[src/hw/psag_map.vh]
// address map, field positions and encodings for the program space address generator
`ifndef PSAG_MAP_VH
`define PSAG_MAP_VH
`define PSAG_PADDR_W 24
`define PSAG_DADDR_W 16
`define PSAG_PAGE_W 8
`define PSAG_WORD_W 16
`define PSAG_HIGH_W 8
`define PSAG_CFG_BIT 7
`define PSAG_EA_MSB 15
`define PSAG_CTRL_REMAP_BIT 2
`define PSAG_CTRL_W 16
`define PSAG_CTRL_RESET 16'h0000
`define PSAG_PAGE_RESET 8'h00
`define PSAG_CFG_ID_RESET 24'h000000
`define PSAG_PC_W 23
`define PSAG_BYTE_W 8
`define PSAG_LANES 2
`define PSAG_LANES_ALL 2'h3
`define PSAG_BSEL_BIT 0
`define PSAG_ALIGN_BIT 0
`define PSAG_EA_WIN_MSB 14
`define PSAG_HIGH_LSB 16
`define PSAG_BYTE_ZERO 8'h00
`define PSAG_WORD_ZERO 16'h0000
`endif
[src/hw/psag_addr_gen.v]
// program space address generator: table and remap window paths onto program memory
`timescale 1ns/1ps
`include "psag_map.vh"
module psag_addr_gen (
	// clock and reset
	input wire clk,
	input wire resetn,
	// page and control values from the core
	input wire [`PSAG_PAGE_W-1:0] table_page_value,
	input wire [`PSAG_PAGE_W-1:0] remap_page_value,
	input wire [`PSAG_CTRL_W-1:0] core_control_reg,
	// instruction fetch
	input wire fetch_req,
	input wire [22:0] fetch_pc,
	// data space access from the address generator
	input wire data_req,
	input wire data_we,
	input wire [`PSAG_DADDR_W-1:0] data_ea,
	input wire [`PSAG_WORD_W-1:0] data_wdata,
	// table instructions
	input wire table_read_op,
	input wire table_write_op,
	input wire table_high,
	input wire table_byte,
	// program memory side
	output reg pm_req,
	output reg pm_we,
	output reg pm_cfg,
	output reg [`PSAG_PADDR_W-1:0] pm_addr,
	output reg [`PSAG_WORD_W-1:0] pm_wdata,
	output reg pm_wr_high,
	output reg [1:0] pm_byte_en,
	input wire [`PSAG_PADDR_W-1:0] pm_rdata,
	// data space routing and return
	output reg ds_req,
	output reg ds_we,
	output reg [`PSAG_DADDR_W-1:0] ds_addr,
	output reg [`PSAG_WORD_W-1:0] ds_wdata,
	output reg remap_hit,
	output reg cfg_write_blocked,
	output wire [`PSAG_WORD_W-1:0] rd_data
);

	// route codes, one hot: table outranks window, window outranks data, data outranks fetch
	localparam [4:0] route_idle = 5'h01;
	localparam [4:0] route_table = 5'h02;
	localparam [4:0] route_remap = 5'h04;
	localparam [4:0] route_data = 5'h08;
	localparam [4:0] route_fetch = 5'h10;

	wire table_op;
	wire remap_en;
	wire remap_sel;
	wire tbl_cfg;
	wire tbl_wr_ok;
	wire [`PSAG_PADDR_W-1:0] tbl_addr;
	wire [`PSAG_EA_WIN_MSB-1:0] remap_low;
	wire [`PSAG_PADDR_W-1:0] remap_addr;
	wire [`PSAG_PADDR_W-1:0] fetch_addr;
	wire [`PSAG_LANES-1:0] tbl_byte_en;
	wire [`PSAG_BYTE_W-1:0] pm_upper;
	wire [`PSAG_BYTE_W-1:0] pm_lane1;
	wire [`PSAG_BYTE_W-1:0] pm_lane0;
	reg [4:0] route;
	reg rd_pending;
	reg rd_high;
	reg rd_byte;
	reg rd_bsel;
	reg next_rd_pending;
	reg next_rd_high;
	reg next_rd_byte;
	reg [`PSAG_WORD_W-1:0] sel_data;

	assign table_op = table_read_op | table_write_op;
	assign remap_en = core_control_reg[`PSAG_CTRL_REMAP_BIT];
	// table has priority; the window is suspended meanwhile
	assign remap_sel = data_req & data_ea[`PSAG_EA_MSB] & remap_en & ~table_op;
	assign tbl_cfg = table_page_value[`PSAG_CFG_BIT];
	assign tbl_wr_ok = table_write_op & ~tbl_cfg;
	// no alignment forced: table addressing is byte granular
	assign tbl_addr = {table_page_value, data_ea};
	// ea bit 15 is always set in the window, so it is dropped
	assign remap_low = data_ea[`PSAG_EA_WIN_MSB:`PSAG_ALIGN_BIT+1];
	// bit 23 zero keeps the window out of configuration space; page bit 0 lands on bit 15
	assign remap_addr = {1'h0, remap_page_value, remap_low, 1'h0};
	assign fetch_addr = {1'h0, fetch_pc[`PSAG_PC_W-1:`PSAG_ALIGN_BIT+1], 1'h0};

	// a byte sized table op opens only the lane named by ea bit 0
	genvar lane;
	generate
		for (lane = 0; lane < `PSAG_LANES; lane = lane + 1) begin : g_lane
			assign tbl_byte_en[lane] = ~table_byte | (data_ea[`PSAG_BSEL_BIT] == (lane == 1));
		end
	endgenerate

	always @* begin
		if (table_op) begin
			route = route_table;
		end else if (remap_sel) begin
			route = route_remap;
		end else if (data_req) begin
			route = route_data;
		end else if (fetch_req) begin
			route = route_fetch;
		end else begin
			route = route_idle;
		end
	end

	always @* begin
		pm_req = 1'h0;
		pm_we = 1'h0;
		pm_cfg = 1'h0;
		pm_addr = {`PSAG_PADDR_W{1'h0}};
		pm_wdata = data_wdata;
		pm_wr_high = 1'h0;
		pm_byte_en = {`PSAG_LANES{1'h0}};
		ds_req = 1'h0;
		ds_we = 1'h0;
		ds_addr = data_ea;
		ds_wdata = data_wdata;
		remap_hit = 1'h0;
		cfg_write_blocked = 1'h0;
		next_rd_pending = 1'h0;
		next_rd_high = 1'h0;
		next_rd_byte = 1'h0;
		case (route)
			route_table: begin
				pm_addr = tbl_addr;
				pm_cfg = tbl_cfg;
				pm_wr_high = table_high;
				pm_byte_en = tbl_byte_en;
				next_rd_high = table_high;
				next_rd_byte = table_byte;
				if (table_read_op) begin
					pm_req = 1'h1;
					next_rd_pending = 1'h1;
				end else if (tbl_wr_ok) begin
					pm_req = 1'h1;
					pm_we = 1'h1;
				end else begin
					cfg_write_blocked = 1'h1;
				end
			end
			route_remap: begin
				remap_hit = 1'h1;
				pm_addr = remap_addr;
				pm_byte_en = `PSAG_LANES_ALL;
				// writes through the window are dropped, never turned into data writes
				pm_req = ~data_we;
				next_rd_pending = ~data_we;
			end
			route_data: begin
				ds_req = 1'h1;
				ds_we = data_we;
			end
			route_fetch: begin
				// fetch words go to the core directly, rd_data is left alone
				pm_req = 1'h1;
				pm_addr = fetch_addr;
				pm_byte_en = `PSAG_LANES_ALL;
			end
			default: begin
				pm_req = 1'h0;
			end
		endcase
	end

	always @(posedge clk or negedge resetn) begin
		if (!resetn) begin
			rd_pending <= 1'h0;
			rd_high <= 1'h0;
			rd_byte <= 1'h0;
			rd_bsel <= 1'h0;
		end else begin
			rd_pending <= next_rd_pending;
			rd_high <= next_rd_high;
			rd_byte <= next_rd_byte;
			// taken every cycle; only steers a pending byte read
			rd_bsel <= data_ea[`PSAG_BSEL_BIT];
		end
	end

	assign pm_upper = pm_rdata[`PSAG_PADDR_W-1:`PSAG_HIGH_LSB];
	assign pm_lane1 = pm_rdata[`PSAG_WORD_W-1:`PSAG_BYTE_W];
	assign pm_lane0 = pm_rdata[`PSAG_BYTE_W-1:0];

	// upper phantom byte always reads zero
	always @* begin
		if (rd_high) begin
			if (rd_byte && rd_bsel) begin
				sel_data = `PSAG_WORD_ZERO;
			end else begin
				sel_data = {`PSAG_BYTE_ZERO, pm_upper};
			end
		end else if (rd_byte) begin
			sel_data = {`PSAG_BYTE_ZERO, rd_bsel ? pm_lane1 : pm_lane0};
		end else begin
			sel_data = {pm_lane1, pm_lane0};
		end
	end

	// memory answers one edge after the request, the result is held one edge later
	psag_fetch_reg u_rd_reg (
		.clk(clk),
		.resetn(resetn),
		.load(rd_pending),
		.din(sel_data),
		.dout(rd_data)
	);
endmodule // psag_addr_gen

[src/hw/psag_fetch_reg.v]
// output register stage for read data returned to the core
`timescale 1ns/1ps
`include "psag_map.vh"
module psag_fetch_reg (
	// clock and reset
	input wire clk,
	input wire resetn,
	// capture side
	input wire load,
	input wire [15:0] din,
	// registered output
	output reg [15:0] dout
);
	always @(posedge clk or negedge resetn) begin
		if (!resetn) begin
			dout <= `PSAG_WORD_ZERO;
		end else if (load) begin
			dout <= din;
		end
	end
endmodule // psag_fetch_reg

[config.mk]
export PLATFORM = sky130hd
export DESIGN_NAME = psag_addr_gen
export DESIGN_NICKNAME = d
export VERILOG_FILES = /design/src/hw/psag_addr_gen.v /design/src/hw/psag_fetch_reg.v
export VERILOG_INCLUDE_DIRS = /design/src /design/src/hw
export SDC_FILE = /design/constraint.sdc
export NUM_CORES = 1
export LEC_CHECK = 0
export BUFFER_PORTS_ARGS = -buffer_cell sky130_fd_sc_hd__buf_2
export CORE_MARGIN = 5
export CORE_UTILIZATION = 30
export DETAILED_ROUTE_END_ITERATION = 12
export PLACE_DENSITY = 0.78
export SETUP_SLACK_MARGIN = 0.15
export SYNTH_ARGS = -nofsm -noshare
export SYNTH_HDL_FRONTEND = slang
export SYNTH_SLANG_ARGS = --single-unit
[constraint.sdc]
create_clock -name clk -period 1.2 [get_ports clk]
set_input_delay 0.24 -clock clk [delete_from_list [all_inputs] [get_ports clk]]
set_output_delay 0.24 -clock clk [all_outputs]
set_load 0.01 [all_outputs]
=== Word level (Yosys, flattened, before mapping) ===
Index checks and enable logic that the tools add are counted.

* Input port bits: 120
* Output and inout bits: 98
* Register bits: 20

* Multiplexer cells: 26
* Equal/unequal tests: 4
* Reductions and logical operators: 2
* Bitwise logic cells: 12

{| class="wikitable"
|+ Operators with widths
! cell !! number
|-
| $pmux 24 s3 || 1
|-
| $mux 16 || 2
|-
| $mux 5 || 4
|-
| $mux 8 || 2
|-
| $mux 1 || 14
|-
| $eq 5x2->1 const B || 1
|-
| $eq 5x3->1 const B || 1
|-
| $eq 5x4->1 const B || 1
|-
| $eq 5x5->1 const B || 1
|-
| $not 1->1 || 5
|-
| $and 1x1->1 || 4
|-
| $pmux 2 s2 || 1
|-
| $or 1x1->1 || 3
|-
| $pmux 1 s3 || 1
|-
| $pmux 1 s2 || 1
|-
| $reduce_or 2->1 || 1
|-
| $logic_and 1x1->1 || 1
|}

=== Longest topological paths before layout ===
Gate-level depths: netlist of the first run.

* Word-level depth: 8
* Mapped depth: 5
* Mapped depth without buffers: 3

=== Cells and area by module ===
A second synthesis of the first run with hierarchy kept.

* Cells, all modules: 186
* Area, all modules: 1,786.7 sq um

{| class="wikitable"
|+ Modules (own cells, without submodules)
! module !! instances !! area an instance (sq um) !! seq. area each (sq um) !! cells each
|-
| psag_addr_gen || 1 || 1,137.3 || 100.1 || 152
|-
| psag_fetch_reg || 1 || 649.4 || 400.4 || 34
|}

=== Least setup slack after synthesis of the first run ===
OpenSTA, ideal clock, no wires.

* Kind: input -> output
* From: in core_control_reg[2]
* To: out pm_req
* Buffers on the path: 1
* Stages: 4
* Arrival: 1.118 ns
* Data required time: 0.960 ns
* Path slack: -0.158 ns
* Cells stage by stage: and3_1 > buf_2 > and2_1 > a211oi_1

* Cells in the longest elaborated chain, start to end: 6

{| class="wikitable"
|+ RTL lines
! item !! RTL line !! text
|-
| start: declaration || psag_addr_gen.v:11 || <nowiki>input wire [`PSAG_CTRL_W-1:0] core_control_reg,</nowiki>
|-
| $and 1x1->1 (*) (2 in series) || psag_addr_gen.v:77 || <nowiki>assign remap_sel = data_req & data_ea[`PSAG_EA_MSB] & remap_en & ~table_op;</nowiki>
|-
| $mux 5 (*) || psag_addr_gen.v:99 || <nowiki>end else if (remap_sel) begin</nowiki>
|-
| $mux 5 (*) || psag_addr_gen.v:97 || <nowiki>if (table_op) begin</nowiki>
|-
| $eq 5x5->1, or another cell as far along || psag_addr_gen.v:127 || <nowiki>case (route)</nowiki>
|-
| $pmux 1 s3 (*) || psag_addr_gen.v:127 ||
|-
| end: declaration || psag_addr_gen.v:26 || <nowiki>output reg pm_req,</nowiki>
|}

Mark *: on every way between the ends. The rest lies on a longest branch, timed or not.

=== Worst setup path after layout of the first run ===
* From: in core_control_reg[2]
* To: out pm_addr[11]

* Cells in the longest elaborated chain, start to end: 6

{| class="wikitable"
|+ RTL lines
! item !! RTL line !! text
|-
| $and 1x1->1 (*) (2 in series) || psag_addr_gen.v:77 ||
|-
| $mux 5 (*) || psag_addr_gen.v:99 ||
|-
| $mux 5 (*) || psag_addr_gen.v:97 ||
|-
| $eq 5x5->1, or another cell as far along || psag_addr_gen.v:127 ||
|-
| $pmux 24 s3 (*) || psag_addr_gen.v:127 ||
|-
| end: declaration || psag_addr_gen.v:29 || <nowiki>output reg [`PSAG_PADDR_W-1:0] pm_addr,</nowiki>
|}

Marks and branches as above.

==> results.yml, run 1 <==
power_and_ir_drop:
  ir_drop_v: 0.000582
  leakagePower_nw: 1.50
  pwr_density_cell_mw_per_mm2: 796
  power_w: 0.00222
grt:
  grt_pass1_vias: 2018
  grt_start_max_net_pins: 33
  track_usage: 0.152
  antenna_found_initial: 0
  grt_overflow_total: 0
  grt_pass1_wl_um: 9250
clock_network:
  cts_sinks: 20
  insertion_delay_ns: 0.26
  clk_pin_slew_ns: 0.07
  cts_buffers: 3
  cts.htree.levels: 1
  root_buffer: "clkbuf_8"
  cts_tree: "yes"
  cts_max_path_buffers: 2
final_layout:
  drive_gt1_frac: 0.699
  syn_to_final_growth_pct: 58.7
  n_fill_cell: 541
  multi_input_area_um2: 983
  nets: 457
  regArea_um2: 502
  n_antenna_cell: 0
run:
  maxCapViolCount: 0
detailed_routing:
  routed_wl_um: 6530
  antenna_left: 0
  first_iter_violations: 26
  drt_first_pass_iters: 4
  vias_per_cell: 4.90
  drc_errors: 0
  vias: 2000
  wl_per_cell_um: 16.0
yosys:
  netlist_area_mm2: 0.00176
  syn_nets: 332
  synth_area_per_cell_um2: 8.29
  synth.yosys.seq_area_share: 0.285
  synth.distinct_cells: 30
  ys_seq_elements: 20
  netlist_instances: 212
  yosys_warnings: 0
setup_path:
  crit_type: "in -> out"
  worst_ep_arrival_time_ns: 1.25
  crit_required_ns: 0.96
  cp-start-kind: "input pin"
  path_max_fanout: 23
  crit_path_end_kind: "output pin"
worst_hold_path:
  min-delay-path-class: "in -> reg"
die:
  core_mm2: 0.00561
  io_pins: 218
  die_area_mm2: 0.00749
  die_h_um: 86.5
  die_w_um: 86.5
  start_util: 0.313
  num_rows: 27
run_status:
  status: "finished, violations left"
  failed_checks: "negative setup slack"
sta:
  period_share: 1.24
  fmax_ghz: 0.669
  relSlewSlack: 0.704
  clock-skew-final_ns: 0.00136
  max_slew.worst_pin.slew_ns: 0.443
  finalMaxSlewViolations: 0
  finalWorstSetupSlack_ns: -0.294
  setup_viol_count_final: 35
  fin_tns_setup_ns: -6.29
  period_needed_ns: 1.49
  hold_viol: 0
  rsz0062_at_grt: "true"
place:
  hpwl_um: 4790
  globalplace.congestion: 0.874
  portBuffers: 153
-- cell usage in the layout (no fill, tap or decap), types with 2 or more instances in the layout --
cell type	netlist	final
buf_8	0	3
or2_4	0	2
buf_6	3	18
nor2_2	2	2
o21ai_1	4	2
o21ai_2	0	10
nand3b_1	8	8
nor2_4	0	2
buf_2	4	142
a22o_1	10	10
a221o_1	7	7
and3_1	8	7
nor2_1	12	10
o21ai_0	10	2
dfrtp_1	20	19
clkbuf_8	0	4
nand2_1	17	9
a31oi_1	8	8
nand2_2	0	8
buf_4	50	11
nand3_2	0	8
buf_12	0	2
a21o_1	2	2
mux2_4	0	8
and2_4	0	7
inv_1	11	11
-- where the power goes --
group	internal [W]	switching, W	leakage (nW)
Clock	0.000292	0.000219	0.0288
Sequential	0.000739	0.0000375	0.243
Combinational	0.000487	0.000445	1.22
Total	0.00152	0.000701	1.50
-- path summary, 6_finish.rpt --
kind                                          startpoint                            end  slack, ns  depth (start not counted)
max reg2reg                            rd_high$_DFF_PN0_   u_rd_reg.dout[4]$_DFFE_PN0P_      -0.01                          4
max in group asynchronous                         resetn              rd_high$_DFF_PN0_       0.42                          2
min in group asynchronous                         resetn  u_rd_reg.dout[12]$_DFFE_PN0P_       0.45                          2
min                                           data_ea[0]              rd_bsel$_DFF_PN0_       0.16                          1
min reg2reg                u_rd_reg.dout[11]$_DFFE_PN0P_  u_rd_reg.dout[11]$_DFFE_PN0P_       0.52                          2
max                                  core_control_reg[2]                    pm_addr[11]      -0.29                          5
-- state kept, by name, summed over array words and instances (netlist names) --
register       flops
u_rd_reg.dout     16
rd_bsel            1
rd_byte            1
rd_high            1
rd_pending         1
-- cell usage after synthesis --
cell	instances	area [µm²]
buf_4	50	375
dfrtp_1	20	500
nand2_1	17	63.8
nor2_1	12	45.0
inv_1	11	41.3
a22o_1	10	87.6
o21ai_0	10	50.1
nand3_1	9	45.0
a31oi_1	8	50.1
and3_1	8	50.1
nand3b_1	8	60.1
a221o_1	7	70.1
mux2_2	7	78.8
and2_1	6	37.5
buf_2	4	20.0
clkbuf_1	4	15.0
o21ai_1	4	20.0
buf_6	3	33.8
a21o_1	2	15.0
nor2_2	2	12.5
a211oi_1	1	7.51
a221oi_1	1	8.76
a311o_1	1	10.0
and3b_1	1	8.76
mux2_1	1	11.3
nand2b_1	1	6.26
nor2b_2	1	8.76
nor3_2	1	10.0
nor3b_1	1	7.51
or2_1	1	6.26
-- cell families after synthesis --
family                 synth area share
and+or+nand+nor                   0.206
buffers and inverters             0.276
muxes                            0.0513
DFF                               0.285
AOI/OAI and AO/OA                 0.182
-- routing by layer --
layer / wire (µm) / up-vias / track usage
met4: 142 / 0 / 0.0482
met2: 3220 / 127 / 0.265
met5: 0 / - / 0
met3: 725 / 15 / 0.0485
met1: 2440 / 919 / 0.176
li1: - / 939 / -
-- repair_timing --
item | in CTS | in global routing
setup endpoints to repair | 42 | 55
buffers inserted | 3 | 6
pin swaps | 5 | 13
gates resized for setup | 41 | 34
hold endpoints to repair | 20 | 0
cloned | 3 | 1
hold buffers | 1 | 0
-- final cells by class --
| type | count | area share |
|---|---|---|
| Multi-Input combinational cell | 123 | 0.353 |
| Sequential cell | 20 | 0.180 |
| Inverter | 11 | 0.0148 |
| Tap cell | 72 | 0.0323 |
| Clock buffer | 4 | 0.0197 |
| Timing Repair Buffer | 178 | 0.400 |
-- critical path, cell delays in order --
cell	delay, ns
buf_6	0.09
a311o_1	0.38
buf_12	0.18
a22o_1	0.22
buf_2	0.14
-- metrics by stage --
step | hold slack [ns] | instance area (µm²) | util | setup slack, ns | instances
detailed placement | 0.210 | 2360 | 0.420 | -0.325 | 390
global placement | 0.207 | 2360 | 0.420 | -0.305 | 390
CTS | 0.150 | 2620 | 0.466 | -0.292 | 401
finish | 0.156 | 2790 | 0.497 | -0.294 | 408
global route | 0.160 | 2790 | 0.497 | -0.336 | 408
floorplan | -0.0556 | 1840 | - | -0.0548 | 212
(Power assumes the default switching activity.)
==> run 2: changes to the inputs <==
--- a/config.mk
+++ b/config.mk
@@ -6,10 +6,13 @@
 export SDC_FILE = /design/constraint.sdc
 export NUM_CORES = 1
 export LEC_CHECK = 0
+export ABC_CLOCK_PERIOD_IN_PS = 1200
 export BUFFER_PORTS_ARGS = -buffer_cell sky130_fd_sc_hd__buf_2
 export CORE_MARGIN = 5
 export CORE_UTILIZATION = 30
+export CTS_CLUSTER_DIAMETER = 30
 export DETAILED_ROUTE_END_ITERATION = 12
+export MAX_ROUTING_LAYER = met4
 export PLACE_DENSITY = 0.78
 export SETUP_SLACK_MARGIN = 0.15
 export SYNTH_ARGS = -nofsm -noshare
==> results.yml, run 2 (synthesized netlist as in run 1, its figures left out) <==
run_status:
  status: "finished, violations left"
  failed_checks: "negative setup slack"
die:
  die_area_mm2: 0.00749
  num_rows: 27
  die_h_um: 86.5
  die_w_um: 86.5
  start_util: 0.313
  core_mm2: 0.00561
  io_pins: 218
power_and_ir_drop:
  leakagePower_nw: 1.50
  pwr_density_cell_mw_per_mm2: 797
  ir_drop_v: 0.000583
detailed_routing:
  drt_first_pass_iters: 4
  antenna_left: 0
  vias: 1995
  first_iter_violations: 26
  routed_wl_um: 6540
  wl_per_cell_um: 16.0
  vias_per_cell: 4.89
  drc_errors: 0
grt:
  grt_start_max_net_pins: 33
  grt_pass1_vias: 2023
  grt_overflow_total: 0
  track_usage: 0.156
  antenna_found_initial: 0
  grt_pass1_wl_um: 9230
sta:
  relSlewSlack: 0.704
  hold_viol: 0
  finalWorstSetupSlack_ns: -0.294
  period_share: 1.25
  max_slew.worst_pin.slew_ns: 0.442
  period_needed_ns: 1.49
  finalMaxSlewViolations: 0
  clock-skew-final_ns: 0.00141
  rsz0062_at_grt: "true"
  holdWs_ns: 0.156
  setup_viol_count_final: 35
  fmax_ghz: 0.669
final_layout:
  layout_commonest_cell: "buf_2"
  nets: 457
  largest_reg_flops: 16
  n_fill_cell: 541
  regArea_um2: 502
  fin_util: 0.497
  syn_to_final_growth_pct: 58.7
  largest_register: "u_rd_reg.dout"
  drive_gt1_frac: 0.699
  final_cell_area_mm2: 0.00279
  final_cell_mix: "142 x buf_2, 19 x dfrtp_1, 18 x buf_6"
  n_antenna_cell: 0
  multi_input_area_um2: 983
setup_path:
  crit_type: "in -> out"
  timing.critical_path.buf_inv: 3
  path_max_fanout: 23
  crit_required_ns: 0.96
  path_cells: "buf_6 -> a311o_1 -> buf_12 -> a22o_1 -> buf_2"
  critPathMaxStageDelay_ns: 0.38
  crit_path_end_kind: "output pin"
  cp-start-kind: "input pin"
  worst_ep_arrival_time_ns: 1.25
  critPathTopFamily: "compound AO/OA/AOI/OAI gates"
  crit_path_top_delay_cell: "a311o_1"
clock_network:
  cts_tree: "yes"
  clk_pin_slew_ns: 0.07
  cts_sinks: 20
  cts_max_path_buffers: 2
  root_buffer: "clkbuf_8"
  cts_buffers: 3
  cts.htree.levels: 1
  insertion_delay_ns: 0.26
worst_hold_path:
  min-delay-path-class: "in -> reg"
place:
  dp_worst_setup_slack_ns: -0.325
  place_area_mm2: 0.00236
  portBuffers: 153
  hpwl_um: 4790
  globalplace.congestion: 0.888
run:
  maxCapViolCount: 0
-- run 2: cell counts in the layout (fill, tap and decap cells not counted) --
No cell type changed its count.
-- run 2: what timing repair did --
action / CTS / global route
buffers inserted: 3 / 6
cloned: 3 / 1
endpoints found under the hold margin: 20 / 0
endpoints found under the setup margin: 42 / 55
pin swaps: 5 / 13
hold buffers: 1 / 0
resized for setup: 41 / 34
-- run 2: final timing paths --
path,to,startpoint,cells past startpoint,slack [ns]
hold / removal,rd_bsel$_DFF_PN0_,data_ea[0],1,0.16
setup / recovery,pm_addr[11],core_control_reg[2],5,-0.29
max in group asynchronous,rd_high$_DFF_PN0_,resetn,2,0.42
hold reg to reg,u_rd_reg.dout[11]$_DFFE_PN0P_,u_rd_reg.dout[11]$_DFFE_PN0P_,2,0.52
setup reg to reg,u_rd_reg.dout[4]$_DFFE_PN0P_,rd_high$_DFF_PN0_,4,-0.01
min in group asynchronous,u_rd_reg.dout[12]$_DFFE_PN0P_,resetn,2,0.45
-- run 2: area by class of cell --
| cell class | instances | area share |
|---|---|---|
| clock buffer | 4 | 0.0197 |
| multi-input combinational | 123 | 0.353 |
| sequential | 20 | 0.180 |
| inverter | 11 | 0.0148 |
| timing repair buffer | 178 | 0.400 |
| tap | 72 | 0.0323 |
-- run 2: stage by stage --
| stage | std cells | setup TNS, ns | power [W] |
|---|---|---|---|
| 6_report | 408 | -6.29 | 0.00222 |
| 5_1_grt | 408 | -7.89 | 0.00234 |
| 4_1_cts | 401 | -6.16 | 0.00218 |
| 3_5_place_dp | 390 | -7.74 | 0.00157 |
| 3_3_place_gp | 390 | -7.28 | 0.00154 |
| 2_1_floorplan | 212 | -0.783 | 0.00131 |
-- run 2: power by group --
group | internal [W] | total [W] | leakage (nW) | switching, W
registers | 0.000739 | 0.000776 | 0.243 | 0.0000376
clock network | 0.000292 | 0.000512 | 0.0288 | 0.000219
logic | 0.000487 | 0.000932 | 1.22 | 0.000445
-- run 2: per-layer routing --
layer / GRT usage / vias to the layer above / share of wire / wire, µm
li1: - / 939 / - / -
met2: 0.266 / 121 / 0.49 / 3220
met5: - / - / 0 / 0
met4: 0.0482 / 0 / 0.022 / 142
met1: 0.182 / 920 / 0.39 / 2520
met3: 0.0361 / 15 / 0.10 / 652
